**config.mk**
```make
export PLATFORM = sky130hd
export DESIGN_NAME = plldc_top
export DESIGN_NICKNAME = d
export VERILOG_FILES = /design/src/plldc_pkg.sv /design/src/plldc_div_if.sv /design/src/plldc_dividers.sv /design/src/plldc_top.sv
export VERILOG_INCLUDE_DIRS = /design/src
export SDC_FILE = /design/constraint.sdc
export NUM_CORES = 1
export LEC_CHECK = 0
export BUFFER_PORTS_ARGS = -buffer_cell sky130_fd_sc_hd__buf_4
export CAP_MARGIN = 20
export CELL_PAD_IN_SITES_DETAIL_PLACEMENT = 1
export CELL_PAD_IN_SITES_GLOBAL_PLACEMENT = 2
export CORE_MARGIN = 2
export CORE_UTILIZATION = 42
export CTS_BUF_LIST = sky130_fd_sc_hd__clkbuf_8
export DETAILED_ROUTE_END_ITERATION = 7
export PLACE_DENSITY_LB_ADDON = 0.1
export SETUP_SLACK_MARGIN = 0.05
export SLEW_MARGIN = 10
export SYNTH_ARGS = -nofsm -noshare
export SYNTH_HDL_FRONTEND = slang
export SYNTH_SLANG_ARGS = --single-unit
```
**constraint.sdc**
```tcl
create_clock -name core_clk_i -period 5.7 [get_ports core_clk_i]
set_input_delay 0.57 -clock core_clk_i [delete_from_list [all_inputs] [get_ports core_clk_i]]
set_output_delay 0.57 -clock core_clk_i [all_outputs]
set_load 0.05 [all_outputs]
```
**src/plldc_regs.svh**
```systemverilog
// Register offsets, field positions, reset values and widths of the loop divider block
`ifndef PLLDC_REGS_SVH
`define PLLDC_REGS_SVH

// ---------------------------------------------------------------------------
// Register address space
// ---------------------------------------------------------------------------
`define PLLDC_ADDR_W          10
`define PLLDC_DATA_W          8

`define PLLDC_OFS_PWR_STATE   10'h010
`define PLLDC_OFS_REF_LO      10'h011
`define PLLDC_OFS_REF_HI      10'h012
`define PLLDC_OFS_SWALLOW     10'h013
`define PLLDC_OFS_MAIN_LO     10'h014
`define PLLDC_OFS_MAIN_HI     10'h015
`define PLLDC_OFS_CTRL        10'h016

// ---------------------------------------------------------------------------
// Reset values
// ---------------------------------------------------------------------------
`define PLLDC_RST_PWR_STATE   2'h1
`define PLLDC_RST_REF_LO      8'h01
`define PLLDC_RST_REF_HI      6'h00
`define PLLDC_RST_SWALLOW     6'h00
`define PLLDC_RST_MAIN_LO     8'h03
`define PLLDC_RST_MAIN_HI     5'h00
`define PLLDC_RST_CTRL_BIT    1'h0

// ---------------------------------------------------------------------------
// Field widths and positions
// ---------------------------------------------------------------------------
`define PLLDC_REF_W           14
`define PLLDC_SWALLOW_W       6
`define PLLDC_MAIN_W          13
`define PLLDC_REF_HI_W        6
`define PLLDC_MAIN_HI_W       5
`define PLLDC_PWR_W           2

`define PLLDC_CODE_RUN        2'h0
`define PLLDC_CODE_ASYNC_PD   2'h1
`define PLLDC_CODE_SYNC_PD    2'h3

`define PLLDC_BIT_PUMP_MID    7
`define PLLDC_BIT_HOLD_REF    6
`define PLLDC_BIT_HOLD_FB     5
`define PLLDC_BIT_HOLD_ALL    4
`define PLLDC_BIT_BYPASS_MAIN 3

`endif

```
**src/plldc_pkg.sv**
```systemverilog
// Types shared by the loop divider control block
package plldc_pkg;

  // Decoded loop power state
  typedef enum logic [1:0] {
    PLLDC_PWR_RUN,
    PLLDC_PWR_ASYNC_PD,
    PLLDC_PWR_SYNC_PD,
    PLLDC_PWR_UNUSED
  } plldc_pwr_t;

endpackage : plldc_pkg

```
**src/plldc_div_if.sv**
```systemverilog
// Settings and events passed between register block and divider counters
`timescale 1ns/1ps
`include "plldc_regs.svh"

interface plldc_div_if;
  logic [`PLLDC_REF_W-1:0]     ref_count;
  logic [`PLLDC_SWALLOW_W-1:0] swallow_count;
  logic [`PLLDC_MAIN_W-1:0]    main_count;
  logic                        hold_ref;
  logic                        hold_fb;
  logic                        bypass_main;
  logic                        ref_tick;
  logic                        fb_tick;
  logic                        ref_pulse;
  logic                        fb_pulse;
  logic                        modulus_hi;

  modport ctrl (
    output ref_count, swallow_count, main_count, hold_ref, hold_fb,
    output bypass_main, ref_tick, fb_tick,
    input  ref_pulse, fb_pulse, modulus_hi
  );

  modport div (
    input  ref_count, swallow_count, main_count, hold_ref, hold_fb,
    input  bypass_main, ref_tick, fb_tick,
    output ref_pulse, fb_pulse, modulus_hi
  );
endinterface : plldc_div_if

```
**src/plldc_dividers.sv**
```systemverilog
// Reference, swallow and main feedback counters of the synthesizer loop
`timescale 1ns/1ps
`include "plldc_regs.svh"

module plldc_dividers #(
  parameter int REF_W  = `PLLDC_REF_W,
  parameter int SWAL_W = `PLLDC_SWALLOW_W,
  parameter int MAIN_W = `PLLDC_MAIN_W
) (
  input  wire logic core_clk_i,
  input  wire logic rst_n_i,
  plldc_div_if.div  div
);

  // Counters must hold every value the registers can carry
  if (REF_W < `PLLDC_REF_W || SWAL_W < `PLLDC_SWALLOW_W ||
      MAIN_W < `PLLDC_MAIN_W) begin : g_width_check
    $error("plldc_dividers: counter narrower than its register field");
  end

  logic [REF_W-1:0]  ref_cnt;
  logic [SWAL_W-1:0] swal_cnt;
  logic [MAIN_W-1:0] main_cnt;
  logic              main_wrap;

  // Terminal count of a down counter; a zero setting divides by one
  function automatic logic at_end(input logic [31:0] cnt);
    return (cnt <= 32'h0000_0001);
  endfunction

  assign main_wrap = div.fb_tick & (div.bypass_main |
                     at_end(32'(main_cnt)));

  // Reference divider, held while its hold is set
  always_ff @(posedge core_clk_i) begin
    if (!rst_n_i || div.hold_ref) begin
      ref_cnt       <= REF_W'(div.ref_count);
      div.ref_pulse <= 1'b0;
    end else if (div.ref_tick) begin
      div.ref_pulse <= at_end(32'(ref_cnt));
      ref_cnt       <= at_end(32'(ref_cnt)) ? REF_W'(div.ref_count)
                                             : ref_cnt - 1'b1;
    end else begin
      div.ref_pulse <= 1'b0;
    end
  end

  // Main feedback count, bypassed to pass every feedback edge
  always_ff @(posedge core_clk_i) begin
    if (!rst_n_i || div.hold_fb) begin
      main_cnt     <= MAIN_W'(div.main_count);
      div.fb_pulse <= 1'b0;
    end else if (div.fb_tick) begin
      div.fb_pulse <= main_wrap;
      main_cnt     <= main_wrap ? MAIN_W'(div.main_count)
                                : main_cnt - 1'b1;
    end else begin
      div.fb_pulse <= 1'b0;
    end
  end

  // Swallow count: high modulus for the first edges of each main cycle
  always_ff @(posedge core_clk_i) begin
    if (!rst_n_i || div.hold_fb) begin
      swal_cnt       <= SWAL_W'(div.swallow_count);
      div.modulus_hi <= 1'b0;
    end else if (div.fb_tick) begin
      if (main_wrap) begin
        swal_cnt <= SWAL_W'(div.swallow_count);
      end else if (swal_cnt != '0) begin
        swal_cnt <= swal_cnt - 1'b1;
      end
      div.modulus_hi <= main_wrap ? (div.swallow_count != '0)
                                  : (swal_cnt > SWAL_W'(1));
    end
  end

endmodule // plldc_dividers

```
**src/plldc_top.sv**
```systemverilog
// Loop divider and power-state control registers with their counters
`timescale 1ns/1ps
`include "plldc_regs.svh"

module plldc_top (
  input  wire logic                     core_clk_i,
  input  wire logic                     rst_n_i,
  // Register port from the serial control port
  input  wire logic [`PLLDC_ADDR_W-1:0] reg_addr_i,
  input  wire logic [`PLLDC_DATA_W-1:0] reg_wdata_i,
  input  wire logic                     reg_wr_i,
  input  wire logic                     reg_rd_i,
  output logic      [`PLLDC_DATA_W-1:0] reg_rdata_o,
  output logic                          reg_rvalid_o,
  // Divider inputs from pins
  input  wire logic                     ref_clk_in_i,
  input  wire logic                     fb_clk_in_i,
  // Loop control outputs
  output logic                          loop_run_o,
  output logic                          async_pd_o,
  output logic                          sync_pd_o,
  output logic                          pump_output_mid_o,
  output logic                          ref_div_pulse_o,
  output logic                          fb_div_pulse_o,
  output logic                          modulus_hi_o
);

  // -------------------------------------------------------------------------
  // Storage
  // -------------------------------------------------------------------------
  logic [`PLLDC_PWR_W-1:0]     pwr_code;
  logic [`PLLDC_DATA_W-1:0]    ref_lo;
  logic [`PLLDC_REF_HI_W-1:0]  ref_hi;
  logic [`PLLDC_SWALLOW_W-1:0] swallow;
  logic [`PLLDC_DATA_W-1:0]    main_lo;
  logic [`PLLDC_MAIN_HI_W-1:0] main_hi;
  logic                        pump_mid;
  logic                        hold_ref;
  logic                        hold_fb;
  logic                        hold_all;
  logic                        bypass_main;
  plldc_pkg::plldc_pwr_t       pwr_state;
  logic                        loop_on;
  logic [2:0]                  ref_sync;
  logic [2:0]                  fb_sync;
  logic [`PLLDC_DATA_W-1:0]    next_rdata;

  // Bundle of settings and events towards the counter module
  plldc_div_if div_bus ();

  // -------------------------------------------------------------------------
  // Helpers
  // -------------------------------------------------------------------------

  // Write strobe for one register offset
  // Unmapped offsets never match, so writes to them are dropped
  function automatic logic wr_hit(input logic [`PLLDC_ADDR_W-1:0] ofs);
    return reg_wr_i && (reg_addr_i == ofs);
  endfunction

  // Map the two-bit power field onto the decoded state
  // Code 10 keeps a state of its own so that it can never run the loop
  function automatic plldc_pkg::plldc_pwr_t decode_pwr(
    input logic [`PLLDC_PWR_W-1:0] code
  );
    plldc_pkg::plldc_pwr_t st;
    st = plldc_pkg::PLLDC_PWR_UNUSED;
    if (code == `PLLDC_CODE_RUN) begin
      st = plldc_pkg::PLLDC_PWR_RUN;
    end else if (code == `PLLDC_CODE_ASYNC_PD) begin
      st = plldc_pkg::PLLDC_PWR_ASYNC_PD;
    end else if (code == `PLLDC_CODE_SYNC_PD) begin
      st = plldc_pkg::PLLDC_PWR_SYNC_PD;
    end
    return st;
  endfunction

  // -------------------------------------------------------------------------
  // Pin synchronisers
  // -------------------------------------------------------------------------

  // Two stages settle a pin that changes near the clock edge; the third
  // stage only keeps the old level for rising-edge detection, so a pin
  // that idles high gives one edge just after reset, dropped by the held counters
  always_ff @(posedge core_clk_i) begin
    if (!rst_n_i) begin
      ref_sync <= 3'h0;
      fb_sync  <= 3'h0;
    end else begin
      ref_sync <= {ref_sync[1:0], ref_clk_in_i};
      fb_sync  <= {fb_sync[1:0], fb_clk_in_i};
    end
  end

  // -------------------------------------------------------------------------
  // Register writes
  // -------------------------------------------------------------------------

  // Power field, off after reset
  // Code 10 is stored as written and reads back unchanged
  always_ff @(posedge core_clk_i) begin
    if (!rst_n_i) begin
      pwr_code <= `PLLDC_RST_PWR_STATE;
    end else if (wr_hit(`PLLDC_OFS_PWR_STATE)) begin
      pwr_code <= reg_wdata_i[`PLLDC_PWR_W-1:0];
    end
  end

  // Reference divider bytes
  // Each byte loads on its own; there is no staging of the pair
  always_ff @(posedge core_clk_i) begin
    if (!rst_n_i) begin
      ref_lo <= `PLLDC_RST_REF_LO;
      ref_hi <= `PLLDC_RST_REF_HI;
    end else begin
      if (wr_hit(`PLLDC_OFS_REF_LO)) begin
        ref_lo <= reg_wdata_i;
      end
      if (wr_hit(`PLLDC_OFS_REF_HI)) begin
        ref_hi <= reg_wdata_i[`PLLDC_REF_HI_W-1:0];
      end
    end
  end

  // Swallow count, upper two bits dropped
  always_ff @(posedge core_clk_i) begin
    if (!rst_n_i) begin
      swallow <= `PLLDC_RST_SWALLOW;
    end else if (wr_hit(`PLLDC_OFS_SWALLOW)) begin
      swallow <= reg_wdata_i[`PLLDC_SWALLOW_W-1:0];
    end
  end

  // Main feedback count bytes
  // The counters pick up a new pair at their next reload
  always_ff @(posedge core_clk_i) begin
    if (!rst_n_i) begin
      main_lo <= `PLLDC_RST_MAIN_LO;
      main_hi <= `PLLDC_RST_MAIN_HI;
    end else begin
      if (wr_hit(`PLLDC_OFS_MAIN_LO)) begin
        main_lo <= reg_wdata_i;
      end
      if (wr_hit(`PLLDC_OFS_MAIN_HI)) begin
        main_hi <= reg_wdata_i[`PLLDC_MAIN_HI_W-1:0];
      end
    end
  end

  // Control byte: pump force, counter holds and bypass
  // Bits 2..0 are not stored, so they read back as zero
  always_ff @(posedge core_clk_i) begin
    if (!rst_n_i) begin
      pump_mid    <= `PLLDC_RST_CTRL_BIT;
      hold_ref    <= `PLLDC_RST_CTRL_BIT;
      hold_fb     <= `PLLDC_RST_CTRL_BIT;
      hold_all    <= `PLLDC_RST_CTRL_BIT;
      bypass_main <= `PLLDC_RST_CTRL_BIT;
    end else if (wr_hit(`PLLDC_OFS_CTRL)) begin
      pump_mid    <= reg_wdata_i[`PLLDC_BIT_PUMP_MID];
      hold_ref    <= reg_wdata_i[`PLLDC_BIT_HOLD_REF];
      hold_fb     <= reg_wdata_i[`PLLDC_BIT_HOLD_FB];
      hold_all    <= reg_wdata_i[`PLLDC_BIT_HOLD_ALL];
      bypass_main <= reg_wdata_i[`PLLDC_BIT_BYPASS_MAIN];
    end
  end

  // -------------------------------------------------------------------------
  // Register reads
  // -------------------------------------------------------------------------

  // Read mux; unused bits and unmapped offsets give zero
  // A read in the cycle of a write to the same offset shows the old value
  always_comb begin
    next_rdata = 8'h00;
    if (reg_addr_i == `PLLDC_OFS_PWR_STATE) begin
      next_rdata[`PLLDC_PWR_W-1:0] = pwr_code;
    end else if (reg_addr_i == `PLLDC_OFS_REF_LO) begin
      next_rdata = ref_lo;
    end else if (reg_addr_i == `PLLDC_OFS_REF_HI) begin
      next_rdata[`PLLDC_REF_HI_W-1:0] = ref_hi;
    end else if (reg_addr_i == `PLLDC_OFS_SWALLOW) begin
      next_rdata[`PLLDC_SWALLOW_W-1:0] = swallow;
    end else if (reg_addr_i == `PLLDC_OFS_MAIN_LO) begin
      next_rdata = main_lo;
    end else if (reg_addr_i == `PLLDC_OFS_MAIN_HI) begin
      next_rdata[`PLLDC_MAIN_HI_W-1:0] = main_hi;
    end else if (reg_addr_i == `PLLDC_OFS_CTRL) begin
      next_rdata[`PLLDC_BIT_PUMP_MID]    = pump_mid;
      next_rdata[`PLLDC_BIT_HOLD_REF]    = hold_ref;
      next_rdata[`PLLDC_BIT_HOLD_FB]     = hold_fb;
      next_rdata[`PLLDC_BIT_HOLD_ALL]    = hold_all;
      next_rdata[`PLLDC_BIT_BYPASS_MAIN] = bypass_main;
    end
  end

  // Read data registered, one cycle after the strobe
  // Data stays after the valid pulse until the next read
  always_ff @(posedge core_clk_i) begin
    if (!rst_n_i) begin
      reg_rdata_o  <= 8'h00;
      reg_rvalid_o <= 1'b0;
    end else begin
      reg_rvalid_o <= reg_rd_i;
      if (reg_rd_i) begin
        reg_rdata_o <= next_rdata;
      end
    end
  end

  // -------------------------------------------------------------------------
  // Power state
  // -------------------------------------------------------------------------

  // Only the run code lets the loop operate
  assign pwr_state = decode_pwr(pwr_code);
  assign loop_on   = (pwr_state == plldc_pkg::PLLDC_PWR_RUN);

  // Power outputs from flops
  // Both power-down codes stop the counters at once; sync_pd_o only
  // tells the analog side which kind of shutdown was asked for
  always_ff @(posedge core_clk_i) begin
    if (!rst_n_i) begin
      loop_run_o <= 1'b0;
      async_pd_o <= 1'b1;
      sync_pd_o  <= 1'b0;
    end else begin
      loop_run_o <= loop_on;
      async_pd_o <= (pwr_state == plldc_pkg::PLLDC_PWR_ASYNC_PD);
      sync_pd_o  <= (pwr_state == plldc_pkg::PLLDC_PWR_SYNC_PD);
    end
  end

  // Pump force to half supply
  always_ff @(posedge core_clk_i) begin
    if (!rst_n_i) begin
      pump_output_mid_o <= 1'b0;
    end else begin
      pump_output_mid_o <= pump_mid;
    end
  end

  // -------------------------------------------------------------------------
  // Divider counters
  // -------------------------------------------------------------------------

  // Settings and holds; a stopped loop keeps every counter held
  // Writing the bytes of a pair one by one may give one period at a
  // mixed ratio; set a hold bit around the update to avoid it
  assign div_bus.ref_count     = {ref_hi, ref_lo};
  assign div_bus.swallow_count = swallow;
  assign div_bus.main_count    = {main_hi, main_lo};
  assign div_bus.hold_ref      = hold_ref | hold_all | ~loop_on;
  assign div_bus.hold_fb       = hold_fb | hold_all | ~loop_on;
  assign div_bus.bypass_main   = bypass_main;
  assign div_bus.ref_tick      = ref_sync[1] & ~ref_sync[2];
  assign div_bus.fb_tick       = fb_sync[1] & ~fb_sync[2];

  // Counters run on the synchronised pin edges only
  plldc_dividers u_dividers (
    .core_clk_i (core_clk_i),
    .rst_n_i    (rst_n_i),
    .div        (div_bus.div)
  );

  // -------------------------------------------------------------------------
  // Divider event outputs
  // -------------------------------------------------------------------------

  // Reference event retimed so the pin leaves a flop of this module
  always_ff @(posedge core_clk_i) begin
    if (!rst_n_i) begin
      ref_div_pulse_o <= 1'b0;
    end else begin
      ref_div_pulse_o <= div_bus.ref_pulse;
    end
  end

  // Feedback events; one cycle later than the counters, same count
  always_ff @(posedge core_clk_i) begin
    if (!rst_n_i) begin
      fb_div_pulse_o <= 1'b0;
      modulus_hi_o   <= 1'b0;
    end else begin
      fb_div_pulse_o <= div_bus.fb_pulse;
      modulus_hi_o   <= div_bus.modulus_hi;
    end
  end

endmodule // plldc_top

```
Word level (Yosys, flattened, before mapping)
Cells that the tools add are included.

Output and inout bits: 16. Logic and storage cells: 104. Flip-flop bits (word level): 98. Input bits: 24.

Bitwise gates (word level): 13. Mux-type cells: 26. Equality and inequality tests: 11. Magnitude comparators: 3. Reduce and logical (&&, ||, !) cells: 20. Add/sub/neg operators: 3.

Operators with widths (number): $eq A10 B5 Y1 const B (7); $mux W14 (3); $mux W6 (7); $mux W13 (3); $mux W8 (2); $le A14 B1 Y1 const B (1); $sub A14 B1 Y14 const B (1); $le A13 B1 Y1 const B (1); $sub A13 B1 Y13 const B (1); $mux W2 (6); $reduce_bool A6 Y1 (2); $logic_and A1 B1 Y1 (7); $gt A6 B1 Y1 const B (1); $mux W3 (2); $sub A6 B1 Y6 const B (1); $mux W5 (1); $not A1 Y1 (5); $or A1 B1 Y1 (5); $eq A2 B1 Y1 const B (2); $eq A2 B2 Y1 const B (2); $logic_not A2 Y1 (2); $reduce_bool A2 Y1 (2); $reduce_or A2 Y1 (2); $and A1 B1 Y1 (3); other kinds (5) (7).

Longest topological paths before layout
Depth after elaboration: 10. Mapped depth: 9.

Modules after synthesis
A second synthesis with hierarchy kept.

Cell total of the unflattened synthesis: 477. Area, all modules: 5302.6 um^2.

Modules (own cells, without submodules): plldc_top (times used 1, area an instance 2940.3 um^2, cells each 292, seq. area each 1241.2 um^2); plldc_dividers (times used 1, area an instance 2362.3 um^2, cells each 185, seq. area each 1051.0 um^2).

Worst setup path after synthesis
Ideal clock, no wire load.

Path type: register -> register. Start: register u_dividers.main_cnt[6]. End: register u_dividers.swal_cnt[0], enable pin. Clock period less this slack: 2.183 ns. Cell stages (with the launch flop): 5. Path slack: 3.517 ns. Arrival: 1.806 ns. Cells stage by stage: edfxtp_1 > nor4_1 > a41oi_1 > and3_1 > o21ai_0.

Word-level cells in the longest chain between the ends: 5.

RTL lines: start, declared (line plldc_dividers.sv:23) `logic [MAIN_W-1:0] main_cnt;`; start signal, assigned (line plldc_dividers.sv:51) `main_cnt <= MAIN_W'(div.main_count);`; start signal, assigned (line plldc_dividers.sv:55) `main_cnt <= main_wrap ? MAIN_W'(div.main_count)`; $le A13 B1 Y1 (line plldc_dividers.sv:28) `return (cnt <= 32'h0000_0001);`; $or A1 B1 Y1 (line plldc_dividers.sv:31) `assign main_wrap = div.fb_tick & (div.bypass_main |`; $and A1 B1 Y1 (line plldc_dividers.sv:31); $reduce_bool A3 Y1 (no line); $reduce_and A2 Y1 (no line); end signal, assigned (line plldc_dividers.sv:65) `swal_cnt <= SWAL_W'(div.swallow_count);`; end signal, assigned (line plldc_dividers.sv:69) `swal_cnt <= SWAL_W'(div.swallow_count);`; end signal, assigned (line plldc_dividers.sv:71) `swal_cnt <= swal_cnt - 1'b1;`; end, declared (line plldc_dividers.sv:22) `logic [SWAL_W-1:0] swal_cnt;`.

No other way between the ends. A chain may end at the register's enable or synchronous reset.

Final worst setup path
Start: register u_dividers.main_cnt[6]. End: register u_dividers.swal_cnt[3], enable pin.

The elaborated chain is that of the path after synthesis.

==> run summary <==
Hold Path Stages = 2
Final Hold Violating Endpoints = 0
initial antenna violation count = 0
total congestion overflow = 0
Detailed Routing Iterations Pass 1 = 4
number of library cell types mapped by synthesis = 53
startpoint type of the worst setup path = register
HP Class = input port to register
synthesized cell area = 4710 um2
crit end category = register
top_reg_cell synth = dfxtp_1
initial core utilization = 0.433
final setup TNS = 0 ns
slowest cell delay on critical path = 0.70 ns
synthesized area per cell = 9.42 um2
top cells by area, synth = dfxtp_1 28%, edfxtp_1 21%, mux2i_1 6.4%
Cell Pwr Density = 224 nW/um2
Sink Count = 98
Total GRT Usage = 0.219
CTS tree = built
Peak VDD IR = 0.107 mV
Final Slew Violations = 0
Yosys top cell area share = 0.276
Reg clk slew, reported paths = 0.09 ns
Max-Cap Viols = 0
Async S/R FF share, synth = 0
Tcrit/Tclk final = 0.501
adder-cell share of the synthesized area = 0.0159
Boundary Pins = 40
Worst R2R End = u_dividers.swal_cnt[3]$_DFFE_PP_
Core ar. = 10,900 um2
Yosys Warn Count = 0
achievable frequency = 350 MHz
CP max stage cell = o21ai_0
P&R area growth vs syn = 11.4%
sequential fraction of the synthesis area = 0.486
Pleak = 2.02 nW
cell area after layout = 5250 um2
Final Setup Violations = 0
Hold WS = 0.401 ns
CP Class = register to register
layout cells sized above 1 = 0.119
Setup WS post-layout = 2.84 ns
Comb power frac = 0.050
Clock Tree Buf Depth = 2
Rows = 38
worst slew pin tran = 0.905 ns
first-pass GRT wire length = 19,800 um
Final ANT Viol Nets = 0
vias in the first global route = 3,727
sw frac = 0.239
post-detail-place hpwl = 8820 um
cells after synthesis = 500
Worst Min Path Start = fb_clk_in_i
Flop pwr share = 0.612
largest family of logic cells by synthesized area = simple AND/OR/NAND/NOR gates
# hold bufs at CTS = 0
RSZ-0062 raised after global routing = no
number of synthesized register bits = 98
Syn Nets = 530
Simple-Gate Fraction of Synth Area = 0.245
Critical Path AT = 2.86 ns
clock root cell = clkbuf_8
XOR/XNOR Fraction of Synth Area = 0.0446
Max FO, Critical Path = 6
placed instance area = 5080 um2
DIE HEIGHT = 110 um
outcome = completed
Clock Skew = 0.00767 ns
crit path buf inv count = 0
largest net degree at the start of global routing = 70
PortBufs = 39
R2R setup slack = 2.84 ns
die area = 12,100 um2
worst min-delay path endpoint = fb_sync[0]$_SDFF_PN0_
clock power share = 0.338
Die X = 110 um
switching power = 280 uW
Post-CTS Setup Bufs = 0
Final nets = 555
worst path cell trace = nor4_1, a41oi_1, and3_1, o21ai_0
Num CTS Buffers = 9
vias = 3,625
worst-skew pair later-pin latency = 0.37 ns
final core utilization = 0.482
CP required = 5.70 ns
area leader, netlist = dfxtp_1
CP delay by family, top = compound AO/OA/AOI/OAI gates
dpl ws = 2.42 ns
wire per inst = 18.2 um
Internal = 895 uW
post-synthesis mux area share = 0.0637
R2R Path Start = u_dividers.main_cnt[6]$_DFFE_PP_
final worst path period need = 2.86 ns
Ant. Diodes = 0
relative slew slack = 0.390
GP Congestion = 0.797
Synth Area in Compound Gates = 0.116
final wirelength = 12,200 um
EDFF count, synth = 33
Remaining DRCs = 0
R2R cell count = 4
initial DRC count = 150
DR vias/cell = 5.41
CTS H-tree lvls = 3
Resize count post-CTS = 0
-- flip-flops by register name (all words and copies together) (netlist names), 2 cells and up --
signal and flops:
reg_rdata_o 8, ref_sync 3, u_dividers.swal_cnt 6, u_dividers.ref_cnt 14, ref_lo 8, div_bus.swallow_count 6, main_hi 5, u_dividers.main_cnt 13
pwr_code 2, ref_hi 6, main_lo 8, fb_sync 3
-- power groups by stage --
| stage | Combinational [mW] | Clock (mW) | Sequential, mW |
|---|---|---|---|
| after floorplan | 0.0311 | 0 | 0.737 |
| after global placement | 0.0582 | 0 | 0.735 |
| after detailed placement | 0.0593 | 0 | 0.736 |
| after CTS | 0.0594 | 0.414 | 0.719 |
| after global routing | 0.0648 | 0.435 | 0.720 |
| final | 0.0593 | 0.397 | 0.719 |
-- cell type report --
class / instances / area (um2)
Clock buffer: 9 / 124
Multi-Input combinational cell: 369 / 2300
Fill cell: 1254 / 5640
Timing Repair Buffer: 40 / 300
Clock inverter: 7 / 37.5
Tap cell: 140 / 175
Inverter: 7 / 26.3
Sequential cell: 98 / 2290
-- synthesized netlist by cell type (all sizes together) (6+ instances only) --
library cell  number
nor3              13
xnor2             15
nand3             23
clkbuf            16
edfxtp            33
and2              13
a21oi             17
xor2               9
o21ai             43
nor4               6
nand2             58
inv                7
mux2i             30
ha                 6
buf               10
nor2b             36
and3               7
nor2              32
nand2b            11
dfxtp             65
-- worst reg2reg max path: cells and delay by family, from the launching register on --
kind	cells	cell delay, ns
AOI/OAI and AO/OA	2	1.15
and+or+nand+nor	2	0.88
DFF	1	0.46
-- cell usage in the layout, fill, tap and decap left out, types with 13 or more instances in the layout --
cell type,Yosys,final
mux2i_1,30,30
nand2_1,58,58
a21oi_1,17,17
and2_1,13,13
nor2_1,32,32
dfxtp_1,65,65
nand3_1,23,23
buf_4,0,40
o21ai_0,42,42
edfxtp_1,33,33
nor2b_1,36,36
xnor2_1,15,15
-- metal layers --
layer | share of wire | track usage | up-vias
met5 | 0 | 0 | -
met2 | 0.47 | 0.348 | 45
met1 | 0.49 | 0.308 | 1751
met4 | 0.014 | 0.0696 | 0
li1 | - | - | 1817
met3 | 0.025 | 0.0302 | 12
-- how the worst max path moves through the flow --
stage	depth (start not counted)	start	end
global route	4	u_dividers.main_cnt[6]$_DFFE_PP_	u_dividers.swal_cnt[5]$_DFFE_PP_
detailed placement	5	rst_n_i	u_dividers.ref_cnt[7]$_DFFE_PP_
finish	4	u_dividers.main_cnt[6]$_DFFE_PP_	u_dividers.swal_cnt[3]$_DFFE_PP_
floorplan	4	u_dividers.main_cnt[6]$_DFFE_PP_	u_dividers.swal_cnt[0]$_DFFE_PP_
global placement	5	rst_n_i	u_dividers.ref_cnt[4]$_DFFE_PP_
CTS	5	rst_n_i	u_dividers.ref_cnt[7]$_DFFE_PP_
-- through the flow --
step                      total power [mW]  cells
after floorplan                      0.768    500
after detailed placement             0.795    654
final                                 1.18    670
after CTS                             1.19    670
after global routing                  1.22    670
after global placement               0.794    654
-- cells by family after synthesis --
kind of cell | Yosys count
multiplexers | 30
flip-flops | 98
adder cells (fa/ha/maj) | 6
buffers and inverters | 33
AO/OA/AOI/OAI | 90
XOR/XNOR | 24
AND/OR/NAND/NOR | 219
Power figures use the tool's default switching activity.
